### config.mk
export PLATFORM = sky130hd
export DESIGN_NAME = timer8
export DESIGN_NICKNAME = d
export VERILOG_FILES = /design/src/hw/timer8_pkg.sv /design/src/hw/timer8.sv
export VERILOG_INCLUDE_DIRS = /design/src /design/src/hw
export SDC_FILE = /design/constraint.sdc
export NUM_CORES = 1
export LEC_CHECK = 0
export CAP_MARGIN = 20
export CORE_MARGIN = 4
export CORE_UTILIZATION = 36
export CTS_CLUSTER_DIAMETER = 40
export CTS_CLUSTER_SIZE = 16
export DETAILED_ROUTE_END_ITERATION = 16
export DONT_BUFFER_PORTS = 1
export SYNTH_ARGS = -nofsm -noshare
export SYNTH_HDL_FRONTEND = slang
export SYNTH_SLANG_ARGS = --single-unit
### constraint.sdc
create_clock -name CLOCK_IN -period 6.3 [get_ports CLOCK_IN]
set_input_delay 0 -clock CLOCK_IN [delete_from_list [all_inputs] [get_ports CLOCK_IN]]
set_output_delay 0 -clock CLOCK_IN [all_outputs]
set_load 0.02 [all_outputs]
### src/hw/timer8_params.svh
`ifndef TIMER8_PARAMS_SVH
`define TIMER8_PARAMS_SVH

// ==========================================================
// Register offsets
`define OFS_CONTROL_A 4'h0
`define OFS_CONTROL_B 4'h1
`define OFS_COUNT 4'h2
`define OFS_COMPARE_A 4'h3
`define OFS_COMPARE_B 4'h4
`define OFS_FLAGS 4'h5
`define OFS_MASK 4'h6

// ==========================================================
// Field positions
`define POS_WGM_LO 0
`define POS_WGM_HI 3
`define POS_CS 0
`define POS_OVF 0
`define POS_CMPA 1
`define POS_CMPB 2

// ==========================================================
// Reset values and fixed counts
`define RST_BYTE 8'h00
`define VAL_BOTTOM 8'h00
`define VAL_MAX 8'hff

`endif

### src/hw/timer8_pkg.sv
package timer8_pkg;
   typedef enum logic [2:0] {
      CS_STOP, CS_DIV1, CS_DIV8, CS_DIV64, CS_DIV256, CS_DIV1024, CS_EXT_FALL, CS_EXT_RISE
   } clock_sel_type;
   typedef enum logic [2:0] {
      WM_NORMAL, WM_PWM_PC, WM_CTC, WM_PWM_FAST, WM_RSV4, WM_PWM_PC_TOP, WM_RSV6, WM_PWM_FAST_TOP
   } wave_mode_type;
endpackage

### src/hw/timer8.sv
// Behaviour
// - Count and both compare registers are eight bits.
// - Overflow and compare requests show in flag register, each masked separately.
// - Tick comes from internal prescaler or external count pin.
// - Clock select picks tick source and active edge.
// - Three-bit clock select in control B; zero stops the counter.
// - Compare registers compared with count on each tick; result drives two compare output pins.
// - Match on unit A or B sets its compare flag.
// - Bottom recognised when count is zero.
// - Max recognised when count is 0xff.
// - Top is 0xff or compare A, chosen by mode.
// - Each tick clears, increments or decrements count per mode and direction.
// - CPU may read and write count at any time.
// - CPU write to count wins over clear or count.
// - Three-bit waveform mode, two low bits in control A, high bit in B.
// - Overflow flag set per mode and raises an interrupt request.
// - Compare registers double buffered in PWM modes, updated at defined point.
// - Counter gives top and bottom indications to waveform logic.
// - Compare match sets its flag on the tick after the match.
// - Compare flag cleared by service acknowledge or by writing one.
// - CPU write to count blocks compare matches in the next tick.
// - Mode zero counts up, wraps 0xff to zero, sets overflow at zero.
`timescale 1ns/1ps
`include "timer8_params.svh"

module timer8 #(
   parameter int PRESCALE_WIDTH = 10
) (
   // Clock and reset
   input wire logic CLOCK_IN,
   input wire logic RST_N_IN,
   // Register port
   input wire logic [3:0] ADDR_IN,
   input wire logic [7:0] WDATA_IN,
   input wire logic WRITE_IN,
   input wire logic READ_IN,
   output logic [7:0] RDATA_OUT,
   // Interrupt service acknowledge, one pulse per source
   input wire logic OVF_ACK_IN,
   input wire logic CMPA_ACK_IN,
   input wire logic CMPB_ACK_IN,
   // External count pin
   input wire logic EXT_COUNT_IN,
   // Requests and waveform outputs
   output logic OVF_IRQ_OUT,
   output logic CMPA_IRQ_OUT,
   output logic CMPB_IRQ_OUT,
   output logic COMPARE_A_OUT,
   output logic COMPARE_B_OUT
);

   // ==========================================================
   // Registers
   logic [7:0] control_a_q;
   logic [7:0] control_b_q;
   logic [7:0] count_q;
   logic [7:0] cmp_buf_a_q;
   logic [7:0] cmp_buf_b_q;
   logic [7:0] cmp_a_q;
   logic [7:0] cmp_b_q;
   logic [2:0] flags_q;
   logic [2:0] mask_q;
   logic down_q;
   logic block_q;
   logic [PRESCALE_WIDTH-1:0] prescale_q;
   logic [2:0] ext_sync_q;
   logic ext_prev_q;
   logic cmpa_hit_q;
   logic cmpb_hit_q;
   logic wave_a_q;
   logic wave_b_q;
   logic [7:0] rdata_q;

   timer8_pkg::clock_sel_type clock_sel;
   timer8_pkg::wave_mode_type wave_mode;
   logic pwm_mode;
   logic tick;
   logic [7:0] top_val;
   logic at_top;
   logic at_bottom;
   logic at_max;
   logic count_wr;
   logic [7:0] count_d;
   logic down_d;
   logic ovf_set;
   logic ext_level;

   function automatic logic hit(input logic [3:0] a, input logic [3:0] ofs, input logic wr);
      hit = wr && (a == ofs);
   endfunction

   assign clock_sel = timer8_pkg::clock_sel_type'(control_b_q[`POS_CS +: 3]);
   assign wave_mode = timer8_pkg::wave_mode_type'({control_b_q[`POS_WGM_HI],
      control_a_q[`POS_WGM_LO +: 2]});
   assign pwm_mode = wave_mode == timer8_pkg::WM_PWM_PC || wave_mode == timer8_pkg::WM_PWM_FAST ||
      wave_mode == timer8_pkg::WM_PWM_PC_TOP || wave_mode == timer8_pkg::WM_PWM_FAST_TOP;
   assign count_wr = hit(ADDR_IN, `OFS_COUNT, WRITE_IN);

   // ==========================================================
   // Prescaler and tick select
   always_ff @(posedge CLOCK_IN) begin
      if (!RST_N_IN) begin
         prescale_q <= '0;
      end else begin
         prescale_q <= prescale_q + 1'b1;
      end
   end

   always_ff @(posedge CLOCK_IN) begin
      if (!RST_N_IN) begin
         ext_sync_q <= 3'h0;
         ext_prev_q <= 1'b0;
      end else begin
         ext_sync_q <= {ext_sync_q[1:0], EXT_COUNT_IN};
         if (ext_sync_q[1] == ext_sync_q[2]) begin
            ext_prev_q <= ext_sync_q[2];
         end
      end
   end
   assign ext_level = (ext_sync_q[1] == ext_sync_q[2]) ? ext_sync_q[2] : ext_prev_q;

   always_comb begin
      unique case (clock_sel)
         timer8_pkg::CS_STOP: tick = 1'b0;
         timer8_pkg::CS_DIV1: tick = 1'b1;
         timer8_pkg::CS_DIV8: tick = &prescale_q[2:0];
         timer8_pkg::CS_DIV64: tick = &prescale_q[5:0];
         timer8_pkg::CS_DIV256: tick = &prescale_q[7:0];
         timer8_pkg::CS_DIV1024: tick = &prescale_q[9:0];
         timer8_pkg::CS_EXT_FALL: tick = ext_prev_q && !ext_level;
         timer8_pkg::CS_EXT_RISE: tick = !ext_prev_q && ext_level;
      endcase
   end

   // ==========================================================
   // Counter unit
   always_comb begin
      unique case (wave_mode)
         timer8_pkg::WM_CTC, timer8_pkg::WM_PWM_PC_TOP, timer8_pkg::WM_PWM_FAST_TOP: top_val = cmp_a_q;
         default: top_val = `VAL_MAX;
      endcase
   end
   assign at_top = count_q == top_val;
   assign at_bottom = count_q == `VAL_BOTTOM;
   assign at_max = count_q == `VAL_MAX;

   always_comb begin
      count_d = count_q;
      down_d = down_q;
      ovf_set = 1'b0;
      if (tick) begin
         unique case (wave_mode)
            timer8_pkg::WM_PWM_PC, timer8_pkg::WM_PWM_PC_TOP: begin
               if (at_top) begin
                  down_d = 1'b1;
                  count_d = count_q - 8'h01;
               end else if (at_bottom) begin
                  down_d = 1'b0;
                  count_d = count_q + 8'h01;
               end else begin
                  count_d = down_q ? count_q - 8'h01 : count_q + 8'h01;
               end
               ovf_set = at_bottom;
            end
            timer8_pkg::WM_CTC, timer8_pkg::WM_PWM_FAST, timer8_pkg::WM_PWM_FAST_TOP: begin
               down_d = 1'b0;
               count_d = at_top ? `VAL_BOTTOM : count_q + 8'h01;
               ovf_set = wave_mode == timer8_pkg::WM_CTC ? at_max : at_top;
            end
            default: begin
               down_d = 1'b0;
               count_d = count_q + 8'h01;
               ovf_set = at_max;
            end
         endcase
      end
      if (count_wr) begin
         count_d = WDATA_IN;
      end
   end

   always_ff @(posedge CLOCK_IN) begin
      if (!RST_N_IN) begin
         count_q <= `RST_BYTE;
         down_q <= 1'b0;
      end else begin
         count_q <= count_d;
         down_q <= down_d;
      end
   end

   // ==========================================================
   // Control, mask and compare registers
   always_ff @(posedge CLOCK_IN) begin
      if (!RST_N_IN) begin
         control_a_q <= `RST_BYTE;
         control_b_q <= `RST_BYTE;
         mask_q <= 3'h0;
         cmp_buf_a_q <= `RST_BYTE;
         cmp_buf_b_q <= `RST_BYTE;
      end else begin
         if (hit(ADDR_IN, `OFS_CONTROL_A, WRITE_IN)) control_a_q <= WDATA_IN;
         if (hit(ADDR_IN, `OFS_CONTROL_B, WRITE_IN)) control_b_q <= WDATA_IN;
         if (hit(ADDR_IN, `OFS_MASK, WRITE_IN)) mask_q <= WDATA_IN[2:0];
         if (hit(ADDR_IN, `OFS_COMPARE_A, WRITE_IN)) cmp_buf_a_q <= WDATA_IN;
         if (hit(ADDR_IN, `OFS_COMPARE_B, WRITE_IN)) cmp_buf_b_q <= WDATA_IN;
      end
   end

   // Active compare copies load at top in PWM modes, at once otherwise
   always_ff @(posedge CLOCK_IN) begin
      if (!RST_N_IN) begin
         cmp_a_q <= `RST_BYTE;
         cmp_b_q <= `RST_BYTE;
      end else if (!pwm_mode || (tick && at_top)) begin
         cmp_a_q <= cmp_buf_a_q;
         cmp_b_q <= cmp_buf_b_q;
      end
   end

   // ==========================================================
   // Compare match and flags
   always_ff @(posedge CLOCK_IN) begin
      if (!RST_N_IN) begin
         block_q <= 1'b0;
         cmpa_hit_q <= 1'b0;
         cmpb_hit_q <= 1'b0;
      end else begin
         if (count_wr) begin
            block_q <= 1'b1;
         end else if (tick) begin
            block_q <= 1'b0;
         end
         // A count write also drops a match still waiting for its flag
         if (count_wr) begin
            cmpa_hit_q <= 1'b0;
            cmpb_hit_q <= 1'b0;
         end else if (tick) begin
            cmpa_hit_q <= !block_q && count_q == cmp_a_q;
            cmpb_hit_q <= !block_q && count_q == cmp_b_q;
         end
      end
   end

   logic [2:0] flag_set;
   logic [2:0] flag_clr;
   assign flag_set = {tick & cmpb_hit_q, tick & cmpa_hit_q, ovf_set};
   assign flag_clr = {CMPB_ACK_IN, CMPA_ACK_IN, OVF_ACK_IN} |
      (hit(ADDR_IN, `OFS_FLAGS, WRITE_IN) ? WDATA_IN[2:0] : 3'h0);

   always_ff @(posedge CLOCK_IN) begin
      if (!RST_N_IN) begin
         flags_q <= 3'h0;
      end else begin
         flags_q <= (flags_q & ~flag_clr) | flag_set;
      end
   end

   assign OVF_IRQ_OUT = flags_q[`POS_OVF] & mask_q[`POS_OVF];
   assign CMPA_IRQ_OUT = flags_q[`POS_CMPA] & mask_q[`POS_CMPA];
   assign CMPB_IRQ_OUT = flags_q[`POS_CMPB] & mask_q[`POS_CMPB];

   // ==========================================================
   // Waveform outputs: toggle on match, PWM set/clear otherwise
   always_ff @(posedge CLOCK_IN) begin
      if (!RST_N_IN) begin
         wave_a_q <= 1'b0;
         wave_b_q <= 1'b0;
      end else if (tick) begin
         if (pwm_mode) begin
            wave_a_q <= count_d < cmp_a_q;
            wave_b_q <= count_d < cmp_b_q;
         end else begin
            if (!block_q && count_q == cmp_a_q) wave_a_q <= !wave_a_q;
            if (!block_q && count_q == cmp_b_q) wave_b_q <= !wave_b_q;
         end
      end
   end
   assign COMPARE_A_OUT = wave_a_q;
   assign COMPARE_B_OUT = wave_b_q;

   // ==========================================================
   // Read port
   always_ff @(posedge CLOCK_IN) begin
      if (!RST_N_IN) begin
         rdata_q <= 8'h00;
      end else if (READ_IN) begin
         unique case (ADDR_IN)
            `OFS_CONTROL_A: rdata_q <= control_a_q;
            `OFS_CONTROL_B: rdata_q <= control_b_q;
            `OFS_COUNT: rdata_q <= count_q;
            `OFS_COMPARE_A: rdata_q <= cmp_buf_a_q;
            `OFS_COMPARE_B: rdata_q <= cmp_buf_b_q;
            `OFS_FLAGS: rdata_q <= {5'h00, flags_q};
            `OFS_MASK: rdata_q <= {5'h00, mask_q};
            default: rdata_q <= 8'h00;
         endcase
      end else begin
         rdata_q <= 8'h00;
      end
   end
   assign RDATA_OUT = rdata_q;

   // ==========================================================
   // Checks
   stop_holds_a: assert property (@(posedge CLOCK_IN) disable iff (!RST_N_IN)
      clock_sel == timer8_pkg::CS_STOP && !count_wr |=> $stable(count_q))
      else $error("count moved while stopped");
   write_wins_a: assert property (@(posedge CLOCK_IN) disable iff (!RST_N_IN)
      count_wr |=> count_q == $past(WDATA_IN))
      else $error("count write lost");
   normal_wrap_a: assert property (@(posedge CLOCK_IN) disable iff (!RST_N_IN)
      wave_mode == timer8_pkg::WM_NORMAL && tick && at_max && !count_wr |=> count_q == 8'h00 && flags_q[0])
      else $error("normal wrap wrong");
   flag_set_a: assert property (@(posedge CLOCK_IN) disable iff (!RST_N_IN)
      tick && cmpa_hit_q |=> flags_q[1])
      else $error("compare flag not set");
   block_after_write_a: assert property (@(posedge CLOCK_IN) disable iff (!RST_N_IN)
      count_wr |=> !cmpa_hit_q && !cmpb_hit_q)
      else $error("match not blocked");
   flag_clear_a: assert property (@(posedge CLOCK_IN) disable iff (!RST_N_IN)
      CMPA_ACK_IN && !(tick && cmpa_hit_q) |=> !flags_q[1])
      else $error("flag not cleared");
   irq_mask_a: assert property (@(posedge CLOCK_IN) disable iff (!RST_N_IN)
      !mask_q[0] |-> !OVF_IRQ_OUT)
      else $error("masked overflow request");
   ctc_clear_a: assert property (@(posedge CLOCK_IN) disable iff (!RST_N_IN)
      wave_mode == timer8_pkg::WM_CTC && tick && at_top && !count_wr |=> count_q == 8'h00)
      else $error("ctc did not clear");
   stale_cmp_a: assert property (@(posedge CLOCK_IN) disable iff (!RST_N_IN)
      pwm_mode && !(tick && at_top) |=> $stable(cmp_a_q))
      else $error("compare updated mid period");
   flag_b_set_a: assert property (@(posedge CLOCK_IN) disable iff (!RST_N_IN)
      tick && cmpb_hit_q |=> flags_q[2])
      else $error("compare b flag not set");
   pc_turn_a: assert property (@(posedge CLOCK_IN) disable iff (!RST_N_IN)
      wave_mode == timer8_pkg::WM_PWM_PC && tick && at_top && !count_wr |=> down_q && count_q == 8'hfe)
      else $error("phase correct did not turn");
   fast_top_a: assert property (@(posedge CLOCK_IN) disable iff (!RST_N_IN)
      wave_mode == timer8_pkg::WM_PWM_FAST_TOP && tick && at_top && !count_wr |=> count_q == 8'h00)
      else $error("fast top did not restart");
   bottom_ovf_a: assert property (@(posedge CLOCK_IN) disable iff (!RST_N_IN)
      wave_mode == timer8_pkg::WM_PWM_PC && tick && at_bottom |=> flags_q[0])
      else $error("phase correct overflow missing");
   ovf_cov: cover property (@(posedge CLOCK_IN) flags_q[0]);
   cmpa_cov: cover property (@(posedge CLOCK_IN) flags_q[1] && mask_q[1]);
   pc_cov: cover property (@(posedge CLOCK_IN) wave_mode == timer8_pkg::WM_PWM_PC && down_q);
   cmpb_cov: cover property (@(posedge CLOCK_IN) flags_q[2] && mask_q[2]);
   fast_top_cov: cover property (@(posedge CLOCK_IN) wave_mode == timer8_pkg::WM_PWM_FAST_TOP && tick && at_top);

endmodule

---- Word level (Yosys, flattened, before mapping) ----
Cells that the tools add are included.
storage, ports and cells
  input port bits ......................... 20
  word-level logic and storage cells ...... 122
  bits in registers ....................... 90
operators by class
  $add $sub $neg .......................... 3
  eq/ne operators ......................... 24
  order comparisons ....................... 2
  reduce and logical (&&, ||, !) cells .... 40
  bitwise operators ....................... 10
  multiplexer cells ....................... 24
operators by type and width
  cell                                                                    count
  8-bit two-way mux                                                       7
  8-bit one-hot mux with 7 select lines                                   1
  8-bit equality test                                                     3
  3-bit equality test (second input constant)                             6
  8-bit less-than comparator                                              2
  8-bit one-hot mux with 2 select lines                                   1
  3-bit by 2-bit equality test with 1-bit output (second input constant)  4
  4-bit by 3-bit equality test with 1-bit output (second input constant)  3
  1-bit logical AND                                                       12
  1-bit two-way mux                                                       12
  10-bit by 1-bit adder with 10-bit output (second input constant)        1
  10-bit AND reduction                                                    1
  8-bit by 1-bit adder with 8-bit output (second input constant)          1
  4-bit by 2-bit equality test with 1-bit output (second input constant)  2
  8-bit equality test (second input constant)                             1
  8-bit logical NOT                                                       1
  1-bit one-hot mux with 8 select lines                                   1
  2-bit AND reduction                                                     4
  8-bit AND reduction                                                     1
  8-bit by 1-bit subtractor with 8-bit output (second input constant)     1
  3-bit by 1-bit equality test with 1-bit output (second input constant)  2
  1-bit logical NOT                                                       6
  3-bit bitwise OR                                                        2
  6-bit AND reduction                                                     1
  other kinds (16)                                                        27

---- Logic depth before layout (Yosys ltp) ----
Gate-level depths: netlist of run 1.
  depth in word-level cells ............... 10
  mapped depth ............................ 18

---- Worst setup path after synthesis of run 1 ----
OpenSTA, ideal clock, no wires.
  path type ............................... reg2reg
  start point ............................. reg count_q[0]
  end point ............................... reg wave_a_q, in the netlist COMPARE_A_OUT
  cell stages (with the launch flop) ...... 19
  path slack .............................. 2.489 ns
  required time ........................... 6.230 ns
  data arrival time ....................... 3.741 ns
  path buffers ............................ 1
  setup time .............................. 0.070 ns
  path through ............................ dfxtp_1 -> clkbuf_1 -> inv_1 -> ha_1 -> or3b_2 -> or3_1 -> o31ai_4 -> o21ai_2 -> and3_1 -> nor3_1 -> o31ai_1 -> ha_1 -> a21o_1 -> a21o_1 -> a21oi_1 -> nand2_1 -> nand4_1 -> a31oi_1 -> o2bb2ai_1
between the ends
  cells in the longest elaborated chain, start to end .. 9
  elaborated cells on any way between the ends .. 17
  classes of those cells .................. add/sub (2); order compare (1); eq/ne (2); mux (8); reduce/logical (4)
ends and longest elaborated chain
  item                                                                                                          line           source
  start, declared                                                                                               timer8.sv:56   logic [7:0] count_q;
  start signal, assigned                                                                                        timer8.sv:184  count_q <= `RST_BYTE;
  start signal, assigned                                                                                        timer8.sv:187  count_q <= count_d;
  8-bit by 1-bit adder with 8-bit output / 8-bit by 1-bit subtractor with 8-bit output (equally long branches)  -
  8-bit two-way mux                                                                                             timer8.sv:161  count_d = down_q ? count_q - 8'h01 : count_q + 8'h01;
  8-bit two-way mux                                                                                             timer8.sv:157  end else if (at_bottom) begin
  8-bit two-way mux                                                                                             timer8.sv:154  if (at_top) begin
  8-bit one-hot mux with 2 select lines (*)                                                                     timer8.sv:152  unique case (wave_mode)
  8-bit two-way mux (*)                                                                                         timer8.sv:151  if (tick) begin
  8-bit two-way mux (*)                                                                                         timer8.sv:177  if (count_wr) begin
  named net count_d[2]                                                                                          timer8.sv:83   logic [7:0] count_d;
  8-bit less-than comparator (*)                                                                                timer8.sv:271  wave_a_q <= count_d < cmp_a_q;
  1-bit two-way mux (*)                                                                                         timer8.sv:270  if (pwm_mode) begin
  end signal, assigned                                                                                          timer8.sv:271
  end signal, assigned                                                                                          timer8.sv:274  if (!block_q && count_q == cmp_a_q) wave_a_q <= !wave_a_q;
  end, declared                                                                                                 timer8.sv:70   logic wave_a_q;
The timed path passes the listed nets; every way through them passes the cells marked *.
A chain may end at the register's enable or synchronous reset.

---- Worst setup path in the final report of run 1 ----
  start point ............................. reg count_q[0]
  end point ............................... reg wave_b_q, in the netlist COMPARE_B_OUT
between the ends
  cells in the longest elaborated chain, start to end .. 9
  elaborated cells on any way between the ends .. 17
  classes of those cells .................. add/sub (2); order compare (1); eq/ne (2); mux (8); reduce/logical (4)
ends and longest elaborated chain
  item                                                                                                          line           source
  8-bit by 1-bit adder with 8-bit output / 8-bit by 1-bit subtractor with 8-bit output (equally long branches)  -
  8-bit two-way mux                                                                                             timer8.sv:161
  8-bit two-way mux                                                                                             timer8.sv:157
  8-bit two-way mux                                                                                             timer8.sv:154
  8-bit one-hot mux with 2 select lines (*)                                                                     timer8.sv:152
  8-bit two-way mux (*)                                                                                         timer8.sv:151
  8-bit two-way mux (*)                                                                                         timer8.sv:177
  named net count_d[6]                                                                                          timer8.sv:83
  8-bit less-than comparator (*)                                                                                timer8.sv:272  wave_b_q <= count_d < cmp_b_q;
  1-bit two-way mux (*)                                                                                         timer8.sv:270
  end signal, assigned                                                                                          timer8.sv:272
  end signal, assigned                                                                                          timer8.sv:275  if (!block_q && count_q == cmp_b_q) wave_b_q <= !wave_b_q;
  end, declared                                                                                                 timer8.sv:71   logic wave_b_q;
Marked as above.

==> results by group, run 1 <==
Clock tree
  • Post-CTS setup buffers: 0
  • Cts repair resizes: 0
  • Clock Path Buffers: 2
  • CTS tree: done
  • CTS buffer count: 9
  • Root Buffer Master: clkbuf_16
  • Clock transition at path regs: 70 ps
  • Worst-skew pair later-pin latency: 340 ps
  • CTS sink cnt: 90
  • Cts hold-fix bufs: 18
  • H-Tree Level Count: 3

Die
  • Die area: 15900 sq um
  • Starting Density: 37.3%
  • Placeable Area: about 13000 sq um
  • Num ports: 33
  • Std-Cell Rows: 42
  • Die X: 126 um
  • Die height: 126 um

Worst hold path
  • WHS Path Cells: 3
  • Hold WC Path Type: in2reg

Power
  • Worst vdd ir: 147 uV
  • Leak: between 2 and 2.5 nW
  • Power density over the cells: 219 nW/um^2
  • Overall power: 1.22 mW

Routing
  • DRC errors left: 0
  • Vias/cell: 5.74
  • Total number of vias: 4443
  • Final WL: 15500 um
  • Final ANT Viol Nets: 0
  • Initial drt markers: 347
  • WL per Instance: roughly 20 um
  • First-pass DRT Iterations: 5

Logic synthesis
  • EDFF count, synth: 0
  • XOR/XNOR share of the synthesized area: slightly below 3%
  • Mux contribution to synthesized area: 10.9%
  • Synth Area in Simple Gates: 22.2%
  • Distinct cells, synth: 75
  • Seq/Total Area, Yosys: 35.9%
  • Post-synth top area cell: dfxtp_1
  • Syn Area/Cell: about 8.4 sq um
  • Yosys warnings: 0
  • Syn_nets: 634
  • Post-Syn Area: 5010 sq um
  • Synth Area in Adders: 4.49%
  • Synth Register Bits: 90
  • Compound-Gate Fraction of Synth Area: 18.1%
  • Ys async rst share: 0%
  • Gate Count Post-Synth: 596
  • Largest cells by area after synthesis: dfxtp_1 (36%), mux2i_1 (7.8%), nor2_1 (4.9%)
  • Largest family of logic cells by synthesized area: simple AND/OR/NAND/NOR gates
  • Most used DFF post-synth: dfxtp_1
  • Top cell type's share of synthesized area: 35.9%

Global route
  • Initial antenna violation count: 0
  • GRT Util Overall: 19.7%
  • Vias in the first global route: around 4400
  • Largest net degree at the start of global routing: 72
  • Grt ovf: 0
  • First-pass GRT wire length: between 20000 and 25000 um

Cells and area
  • Antenna cells: 0
  • Nets: 631
  • Layout cell share with drive strength beyond 1: under 10%
  • Fin cells: 774
  • P&R area growth vs syn: 11.5%

Timing
  • Final worst path period share: 69.5%
  • Max Freq: 0.228 GHz
  • Final hold slack: approximately 22 ps
  • Final Skew: 7.28 ps
  • Final hold violation count: 0
  • Slew margin rel.: 26.6%
  • Min cycle time layout: roughly 4400 ps
  • Post-route setup TNS: 0 ps
  • RSZ-0062 raised after global routing: no
  • Setup WS post-layout: 1920 ps
  • Worst Tran Pin Value: 1100 ps
  • Finish-stage setup viols: 0
  • Pins Over Slew Limit: 0

Setup path
  • Crit. End Element: flip-flop
  • Critical path peak fanout: 12
  • Req. time, crit path: 6580 ps
  • Startpoint types: flip-flop
  • CP arrival: approximately 4700 ps
  • Critical setup path kind: reg2reg
  • Worst reg2reg path depth: 15

Placed design
  • Global placer's final weighted congestion: 0.964
  • Place WS: 2010 ps
  • # port buffers: 0
  • Inst Count DP: between 700 and 800
  • HPWL Detailed: ~11000 um

Status
  • Status: finished, final reports clean

Job
  • # Max-Cap Violations: 0
==> cells in the final DEF, fill, tap and decap left out, types with 12 or more instances in the layout <==
master         count
a21oi_1           47
dfxtp_1           90
dlygate4sd3_1     18
nand3_1           37
mux2i_1           39
inv_1             28
nand2_1           52
o21ai_0           12
xnor2_1           14
ha_1              18
nand2b_1          12
nor2_1            66
==> critical path, stage by stage (launching register included) <==
cell and delay, ps:
dfxtp_1 480, inv_1 220, ha_1 190, or3b_2 480, or3_1 440, o31ai_4 400
o21ai_2 230, nand2_2 170, a2111oi_1 110, nor3_1 470, ha_1 350, nor2b_1 140
o21ai_0 160, and3b_1 190, o221ai_1 120, a21oi_1 160
==> per-stage QoR <==
step,utilization [%],area (sq um)
after floorplan,-,5010
after global placement,38.0,5110
after detailed placement,38.0,5110
after CTS,41.5,5590
after global routing,41.5,5590
final,41.5,5590
==> power by group <==
group	leakage [nW]	internal, mW	switching (mW)	total (mW)
sequential	0.727	0.576	0.0113	0.588
combinational	1.19	0.0376	0.0591	0.0967
clock	0.144	0.288	0.250	0.538
==> area by class of cell <==
class                           instances  area [sq um]
Multi-Input combinational cell        440          2950
Clock buffer                           10           239
Sequential cell                        90          1800
Inverter                               30           113
Fill cell                            1408          7860
Tap cell                              176           220
Timing Repair Buffer                   22           210
Clock inverter                          6          56.3
==> layer usage <==
layer	global-route usage [%]	share of wire (%)	wire length, um
met1	27.0	44	6880
met2	30.9	46	7190
met3	3.85	6.6	1020
met4	6.94	2.7	414
met5	0	0	0
==> cell families (layout without fill, tap and decap cells) <==
family	after synthesis	in the layout
AOI/OAI and AO/OA	127	127
xor gates and xnor gates	17	17
adders and majority gates	18	18
buffers and inverters	66	68
DFF	90	90
muxes	47	47
and+or+nand+nor	231	231
==> sequential cells by signal (all words and copies together), names as in the netlist <==
signal and flops:
cmpa_hit_q 1, control_a_q 8, block_q 1, RDATA_OUT 8
ext_sync_q 3, cmp_b_q 8, COMPARE_A_OUT 1, prescale_q 10
cmp_buf_b_q 8, count_q 8, cmpb_hit_q 1, ext_prev_q 1
control_b_q 8, flags_q 3, down_q 1, cmp_buf_a_q 8
mask_q 3, COMPARE_B_OUT 1, cmp_a_q 8
==> worst paths after layout <==
path	start	to	slack [ps]
worst max-delay path	count_q[0]	COMPARE_B_OUT	1920
worst min-delay path	OVF_ACK_IN	flags_q[0]	20
worst max register to register	count_q[0]	COMPARE_B_OUT	1920
worst min register to register	ext_sync_q[0]	ext_sync_q[1]	450
==> Yosys cell counts (2+ instances only) <==
master / count
dfxtp_1: 90
nor2_1: 66
nand2_1: 52
a21oi_1: 47
mux2i_1: 39
nand3_1: 37
clkbuf_1: 30
inv_1: 28
ha_1: 18
xnor2_1: 14
nand2b_1: 12
o21ai_0: 12
a211oi_1: 10
and2_1: 10
nor3_1: 9
nand4_1: 7
nor2b_1: 7
nor4_1: 7
o22ai_1: 7
mux4_2: 6
o31ai_1: 5
or3_1: 5
a21o_1: 4
and3_1: 4
nor3b_1: 4
buf_1: 3
xor2_1: 3
a2111oi_0: 2
a2111oi_1: 2
a211o_1: 2
a221oi_1: 2
a22oi_1: 2
a31oi_1: 2
a32o_1: 2
mux2_2: 2
o2111ai_1: 2
o211ai_1: 2
o31a_1: 2
o41a_1: 2
No activity file was read; power rests on OpenSTA's default activity.
==> run 2, diff against run 1 <==
==> constraint.sdc (replaced) <==
create_clock -name CLOCK_IN -period 4.21 [get_ports CLOCK_IN]
set_input_delay 0 -clock CLOCK_IN [delete_from_list [all_inputs] [get_ports CLOCK_IN]]
set_output_delay 0 -clock CLOCK_IN [all_outputs]
set_load 0.02 [all_outputs]
==> run 2 against run 1 <==
  * Final cell count up 1.9%
  * Flip-flop and latch count unchanged
  * Critical endpoint is now COMPARE_A_OUT
  * Highest routed layer unchanged
  * Global-route usage up 1.3 points
==> results by group, run 2 (synthesis gave the netlist of run 1 again) <==
Status
  • Status: finished, final reports clean (unchanged)

Setup path
  • Critical path peak fanout: 5 (was 12)
  • Buffers plus inverters on the worst setup path: 2 (was 1)
  • CP max-delay cell: or3b_2 (was dfxtp_1)
  • CP arrival: 4240 ps (was 4660 ps)
  • Worst reg2reg path depth: 17 (was 15)
  • CP Capture Point: COMPARE_A_OUT (was COMPARE_B_OUT)
  • Cell family with most CP delay: compound AO/OA/AOI/OAI gates (was simple AND/OR/NAND/NOR gates)
  • Crit. End Element: flip-flop (unchanged)
  • Capture point of the worst reg-to-reg path: COMPARE_A_OUT (was COMPARE_B_OUT)
  • Reg2reg start: count_q[0] (unchanged)
  • CP max stage delay: 490 ps (was 480 ps)
  • Critical Path Source: count_q[0] (unchanged)
  • Startpoint types: flip-flop (unchanged)
  • Critical setup path kind: reg2reg (unchanged)
  • CP Cell Sequence: inv_1, ha_1, or3b_2, or3_1, o31ai_4, buf_4, o221a_2, a211oi_1, o31ai_1, ha_1, a21o_1, a21o_1, a21oi_1, nand2_1, nand4_1, a31oi_1, o2bb2ai_1 (was inv_1, ha_1, or3b_2, or3_1, o31ai_4, o21ai_2, nand2_2, a2111oi_1, nor3_1, ha_1, nor2b_1, o21ai_0, and3b_1, o221ai_1, a21oi_1)
  • CP Depth: 17 (was 15)
  • Req. time, crit path: 4500 ps (was 6580 ps)
  • R2r setup slk: 260 ps (was 1920 ps)

Placed design
  • HPWL Detailed: 12000 um (was 11000 um)
  • Place WS: 331 ps (was 2010 ps)
  • # port buffers: 0 (unchanged)
  • Global placer's final weighted congestion: 0.941 (was 0.964)

Global route
  • Grt ovf: 0 (unchanged)
  • Largest net degree at the start of global routing: 67 (was 72)
  • GRT Util Overall: 21.0% (was 19.7%)
  • Vias in the first global route: 4368 (was 4355)
  • Initial antenna violation count: 0 (unchanged)
  • First-pass GRT wire length: 25800 um (was 24700 um)

Clock tree
  • CTS sink cnt: 90 (unchanged)
  • Clock transition at path regs: 70 ps (about the same)
  • Post-CTS setup buffers: 0 (unchanged)
  • Root Buffer Master: clkbuf_16 (unchanged)
  • CTS tree: done (unchanged)
  • CTS buffer count: 9 (unchanged)
  • Worst-skew pair later-pin latency: 350 ps (was 340 ps)
  • Clock Path Buffers: 2 (unchanged)
  • H-Tree Level Count: 3 (unchanged)

Cells and area
  • Util after Layout: 42.3% (was 41.5%)
  • Most common cell after layout, fill and taps aside: dfxtp_1 (unchanged)
  • P&R area growth vs syn: 13.5% (was 11.5%)
  • Layout cell share with drive strength beyond 1: 9.79% (was 7.19%)
  • Nets: 646 (was 631)
  • Most frequent cells in the layout: dfxtp_1 (90), nor2_1 (66), nand2_1 (52) (unchanged)
  • Antenna cells: 0 (unchanged)
  • Largest register by flop count: prescale_q (unchanged)
  • Max reg flops: 10 (unchanged)

Timing
  • Final worst path period share: 93.9% (was 69.5%)
  • Final Skew: 10.0 ps (was 7.28 ps)
  • Worst Tran Pin Value: 994 ps (was 1100 ps)
  • Max Freq: 0.253 GHz (was 0.228 GHz)
  • Final hold violation count: 0 (unchanged)
  • Finish-stage setup viols: 0 (unchanged)
  • Min cycle time layout: 3950 ps (was 4380 ps)
  • RSZ-0062 raised after global routing: no (unchanged)
  • Pins Over Slew Limit: 0 (unchanged)
  • Slew margin rel.: 33.5% (was 26.6%)
  • Post-route setup TNS: 0 ps (unchanged)
  • Setup WS post-layout: 257 ps (was 1920 ps)

Die
  • Die height: 126 um (unchanged)
  • Starting Density: 37.3% (unchanged)
  • Num ports: 33 (unchanged)
  • Placeable Area: 13500 sq um (unchanged)
  • Die X: 126 um (unchanged)
  • Die area: 15900 sq um (unchanged)
  • Std-Cell Rows: 42 (unchanged)

Routing
  • First-pass DRT Iterations: 5 (unchanged)
  • Final WL: 16700 um (was 15500 um)
  • Total number of vias: 4585 (was 4443)
  • WL per Instance: 21.1 um (was 20.0 um)
  • DRC errors left: 0 (unchanged)
  • Final ANT Viol Nets: 0 (unchanged)
  • Initial drt markers: 395 (was 347)
  • Vias/cell: 5.81 (was 5.74)

Power
  • Worst vdd ir: 255 uV (was 147 uV)
  • Power density over the cells: 321 nW/um^2 (was 219 nW/um^2)
  • Leak: 2.14 nW (was 2.06 nW)

Worst hold path
  • Hold WC Path Type: in2reg (unchanged)

Job
  • # Max-Cap Violations: 0 (unchanged)
## run 2: where the power goes
group	leakage (nW)	switching, mW	internal, mW
Combinational	1.27	0.0956	0.0586
Sequential	0.727	0.0121	0.863
Clock	0.146	0.361	0.435
## run 2: final cells by class
type | instances | area [sq um]
repair buffers | 37 | 318
flip-flops and latches | 90 | 1800
inverters | 30 | 113
well taps | 176 | 220
clock buffers | 11 | 253
clock inverters | 5 | 36.3
fillers | 1392 | 7760
multi-input cells | 440 | 2950
## run 2: metrics by stage
step / area (sq um) / hold slack [ps] / total power [mW] / instances
5_1_grt: 5690 / 12.8 / 1.88 / 789
3_3_place_gp: 5240 / 123 / 1.02 / 757
4_1_cts: 5690 / 5.62 / 1.83 / 789
6_report: 5690 / 7.96 / 1.82 / 789
2_1_floorplan: 5010 / 127 / 0.994 / 596
3_5_place_dp: 5240 / 127 / 1.02 / 757
## run 2: worst min path at each step
stage,from,end,slack [ps],cells after the start
6_report,OVF_ACK_IN,flags_q[0],8,3
3_3_place_gp,RST_N_IN,COMPARE_A_OUT,120,1
5_1_grt,ADDR_IN[1],RDATA_OUT[1],10,3
2_1_floorplan,EXT_COUNT_IN,ext_sync_q[0],130,1
4_1_cts,OVF_ACK_IN,flags_q[0],6,3
3_5_place_dp,RST_N_IN,prescale_q[2],130,1
## run 2: per-layer routing
metal | routed length [um] | track usage (%) | vias up
met5 | 0 | 0 | -
met4 | 812 | 11.9 | 0
met3 | 1020 | 4.15 | 45
met2 | 7290 | 30.8 | 172
met1 | 7540 | 28.7 | 2207
li1 | - | - | 2161
## run 2: worst register-to-register path: cells and delay by family, from the launching register on
family	cells	cell delay, ps
buffers and inverters	2	290
AOI/OAI and AO/OA	9	1650
DFF	1	330
and+or+nand+nor	4	1100
adders and majority gates	2	520
## run 2: what timing repair did
action,in CTS,in global routing
hold buffers,16,0
hold endpoints to repair,63,0
gates resized for setup,0,0
==> run 3, diff against run 2 <==
--- a/config.mk
+++ b/config.mk
@@ -8,7 +8,7 @@
 export LEC_CHECK = 0
 export CAP_MARGIN = 20
 export CORE_MARGIN = 4
-export CORE_UTILIZATION = 36
+export CORE_UTILIZATION = 50
 export CTS_CLUSTER_DIAMETER = 40
 export CTS_CLUSTER_SIZE = 16
 export DETAILED_ROUTE_END_ITERATION = 16
==> run 3 against run 2 <==
  * First-iteration DRC count shrank 6.1%
  * Clock skew grew 0.62 ps
  * Design area is 2.7% lower
  * Critical path depth unchanged
  * Total power down 6.2%
  * Die area shrank 26%
  * Clock-buffer cell count shrank 1
  * Sequential power hardly changed
  * Register-to-register slack better by 50 ps
  * Core utilization grew 14 points
==> results by group, run 3 (synthesis gave the netlist of run 1 again) <==
Global route
  • GR met3 Demand/Resource: 4.72% (was 4.15%)
  • Grt peak-use layer: met2 (unchanged)
  • Global routing usage on met1: 39.4% (was 28.7%)
  • First-pass GRT wire length: 25100 um (was 25800 um)
  • Initial antenna violation count: 0 (unchanged)
  • Grt ovf: 0 (unchanged)
  • Vias in the first global route: 4487 (was 4368)
  • GRT Util Overall: 28.2% (was 21.0%)
  • Largest net degree at the start of global routing: 58 (was 67)
  • GRT met2 Usage: 44.5% (was 30.8%)

Routing
  • Vias/cell: 6.15 (was 5.81)
  • Final WL: 15600 um (was 16700 um)
  • First-pass DRT Iterations: 5 (unchanged)
  • Total number of vias: 4559 (was 4585)
  • DRC errors left: 0 (unchanged)
  • WL per Instance: 21.0 um (was 21.1 um)
  • Final ANT Viol Nets: 0 (unchanged)
  • Initial drt markers: 371 (was 395)

Setup path
  • CP arrival: 4210 ps (was 4240 ps)
  • CP Cell Sequence: inv_1, ha_1, or3b_2, or3_1, o31ai_4, o21ai_2, and3_1, nor3_1, o31ai_1, ha_1, a21o_1, a21o_1, a21oi_1, nand2_1, nand4_1, a31oi_1, o2bb2ai_1 (was inv_1, ha_1, or3b_2, or3_1, o31ai_4, buf_4, o221a_2, a211oi_1, o31ai_1, ha_1, a21o_1, a21o_1, a21oi_1, nand2_1, nand4_1, a31oi_1, o2bb2ai_1)
  • Startpoint types: flip-flop (unchanged)
  • Buffers plus inverters on the worst setup path: 1 (was 2)
  • Critical path peak fanout: 9 (was 5)
  • CP max stage delay: 460 ps (was 490 ps)
  • CP max-delay cell: or3b_2 (unchanged)
  • Crit. End Element: flip-flop (unchanged)
  • Reg2reg start: count_q[1] (was count_q[0])
  • Critical setup path kind: reg2reg (unchanged)
  • Req. time, crit path: 4520 ps (was 4500 ps)
  • Critical Path Source: count_q[1] (was count_q[0])
  • Cell family with most CP delay: simple AND/OR/NAND/NOR gates (was compound AO/OA/AOI/OAI gates)

Job
  • # Max-Cap Violations: 0 (unchanged)

Power
  • Proportion of power drawn by the clock network: 40.0% (was 43.6%)
  • Seq pwr share: 51.2% (was 48.0%)
  • Leak: 2.08 nW (was 2.14 nW)
  • Int Pwr: 1.26 mW (was 1.36 mW)
  • Logic pwr share: 8.8% (was 8.4%)
  • Switching part of the total: 26.2% (was 25.7%)
  • Psw: 448 uW (was 468 uW)
  • Worst vdd ir: 389 uV (was 255 uV)
  • Power density over the cells: 309 nW/um^2 (was 321 nW/um^2)

Placed design
  • HPWL Detailed: 11200 um (was 12000 um)
  • # port buffers: 0 (unchanged)
  • Place WS: 383 ps (was 331 ps)
  • Global placer's final weighted congestion: 0.918 (was 0.941)

Timing
  • Setup WS post-layout: 309 ps (was 257 ps)
  • Final Skew: 10.7 ps (was 10.0 ps)
  • Post-route setup TNS: 0 ps (unchanged)
  • Finish-stage setup viols: 0 (unchanged)
  • Min cycle time layout: 3900 ps (was 3950 ps)
  • Final worst path period share: 92.7% (was 93.9%)
  • Final hold violation count: 0 (unchanged)
  • Slew margin rel.: 30.3% (was 33.5%)
  • Pins Over Slew Limit: 0 (unchanged)
  • RSZ-0062 raised after global routing: no (unchanged)
  • Max Freq: 0.256 GHz (was 0.253 GHz)
  • Worst Tran Pin Value: 1040 ps (was 994 ps)

Die
  • Num ports: 33 (unchanged)
  • Die height: 108 um (was 126 um)
  • Std-Cell Rows: 36 (was 42)
  • Die area: 11700 sq um (was 15900 sq um)
  • Starting Density: 51.3% (was 37.3%)
  • Die X: 108 um (was 126 um)
  • Placeable Area: 9770 sq um (was 13500 sq um)

Cells and area
  • Layout cell share with drive strength beyond 1: 8.72% (was 9.79%)
  • Max reg flops: 10 (unchanged)
  • Most common cell after layout, fill and taps aside: dfxtp_1 (unchanged)
  • Util after Layout: 56.7% (was 42.3%)
  • Largest register by flop count: prescale_q (unchanged)
  • Nets: 641 (was 646)
  • P&R area growth vs syn: 10.5% (was 13.5%)
  • Antenna cells: 0 (unchanged)
  • Most frequent cells in the layout: dfxtp_1 (90), nor2_1 (66), nand2_1 (52) (unchanged)

Worst hold path
  • Hold_sp: ADDR_IN[1] (was OVF_ACK_IN)
  • Hold WC Path Type: in2reg (unchanged)

Clock tree
  • Root Buffer Master: clkbuf_8 (was clkbuf_16)
  • Clock Path Buffers: 2 (unchanged)
  • Clock transition at path regs: 100 ps (was 70 ps)
  • CTS buffer count: 9 (unchanged)
  • CTS sink cnt: 90 (unchanged)
  • CTS tree: done (unchanged)
  • Worst-skew pair later-pin latency: 370 ps (was 350 ps)
  • H-Tree Level Count: 3 (unchanged)
  • Post-CTS setup buffers: 0 (unchanged)

Status
  • Status: finished, final reports clean (unchanged)
==> run 3: changes by cell type in the layout (fill, tap and decap cells not counted), moves of 2 or more <==
cell / before / now
buf_4: 21 / 15
bufinv_16: 0 / 2
clkbuf_16: 9 / 0
clkbuf_8: 2 / 9
clkinv_2: 2 / 0
==> run 3: what timing repair did <==
action	in CTS	in global routing
setup endpoints to repair	0	1
hold endpoints to repair	71	0
gates resized for setup	0	1
hold buffers	17	0
==> run 3: per-stage QoR <==
| stage | hold WS (ps) | cell area (sq um) | instances | power [mW] |
|---|---|---|---|---|
| floorplan | 127 | 5010 | 596 | 0.994 |
| global placement | 125 | 5140 | 708 | 1.02 |
| detailed placement | 127 | 5140 | 708 | 1.02 |
| CTS | 4.21 | 5540 | 741 | 1.71 |
| global route | 20.4 | 5540 | 741 | 1.77 |
| finish | 16.0 | 5540 | 741 | 1.71 |
==> run 3: path summary, 6_finish.rpt <==
path / to / slack, ps / cells past startpoint
setup / recovery: COMPARE_A_OUT / 310 / 17
setup reg to reg: COMPARE_A_OUT / 310 / 17
hold reg to reg: ext_sync_q[1] / 450 / 1
hold / removal: RDATA_OUT[4] / 20 / 3
==> run 3: final cells by class <==
class / count / area, sq um
Fill cell: 914 / 4240
Multi-Input combinational cell: 440 / 2950
Sequential cell: 90 / 1800
Timing Repair Buffer: 32 / 283
Tap cell: 133 / 166
Clock buffer: 10 / 128
Inverter: 30 / 113
Clock inverter: 6 / 96.3
==> run 3: worst min-delay path, cell delays in order <==
cell,delay [ps]
mux4_2,190
nand2_1,50
a21oi_1,110
==> run 3: power groups by stage <==
| stage | sequential, mW | combinational [mW] | clock, mW |
|---|---|---|---|
| 2_1_floorplan | 0.889 | 0.104 | 0 |
| 3_3_place_gp | 0.895 | 0.123 | 0 |
| 3_5_place_dp | 0.896 | 0.122 | 0 |
| 4_1_cts | 0.876 | 0.148 | 0.691 |
| 5_1_grt | 0.878 | 0.164 | 0.726 |
| 6_report | 0.876 | 0.151 | 0.685 |
==> run 3: metal layers <==
metal	up-vias	routed length, um
li1	2144	-
met4	0	329
met1	2167	6860
met3	35	1260
met2	213	7130
met5	-	0
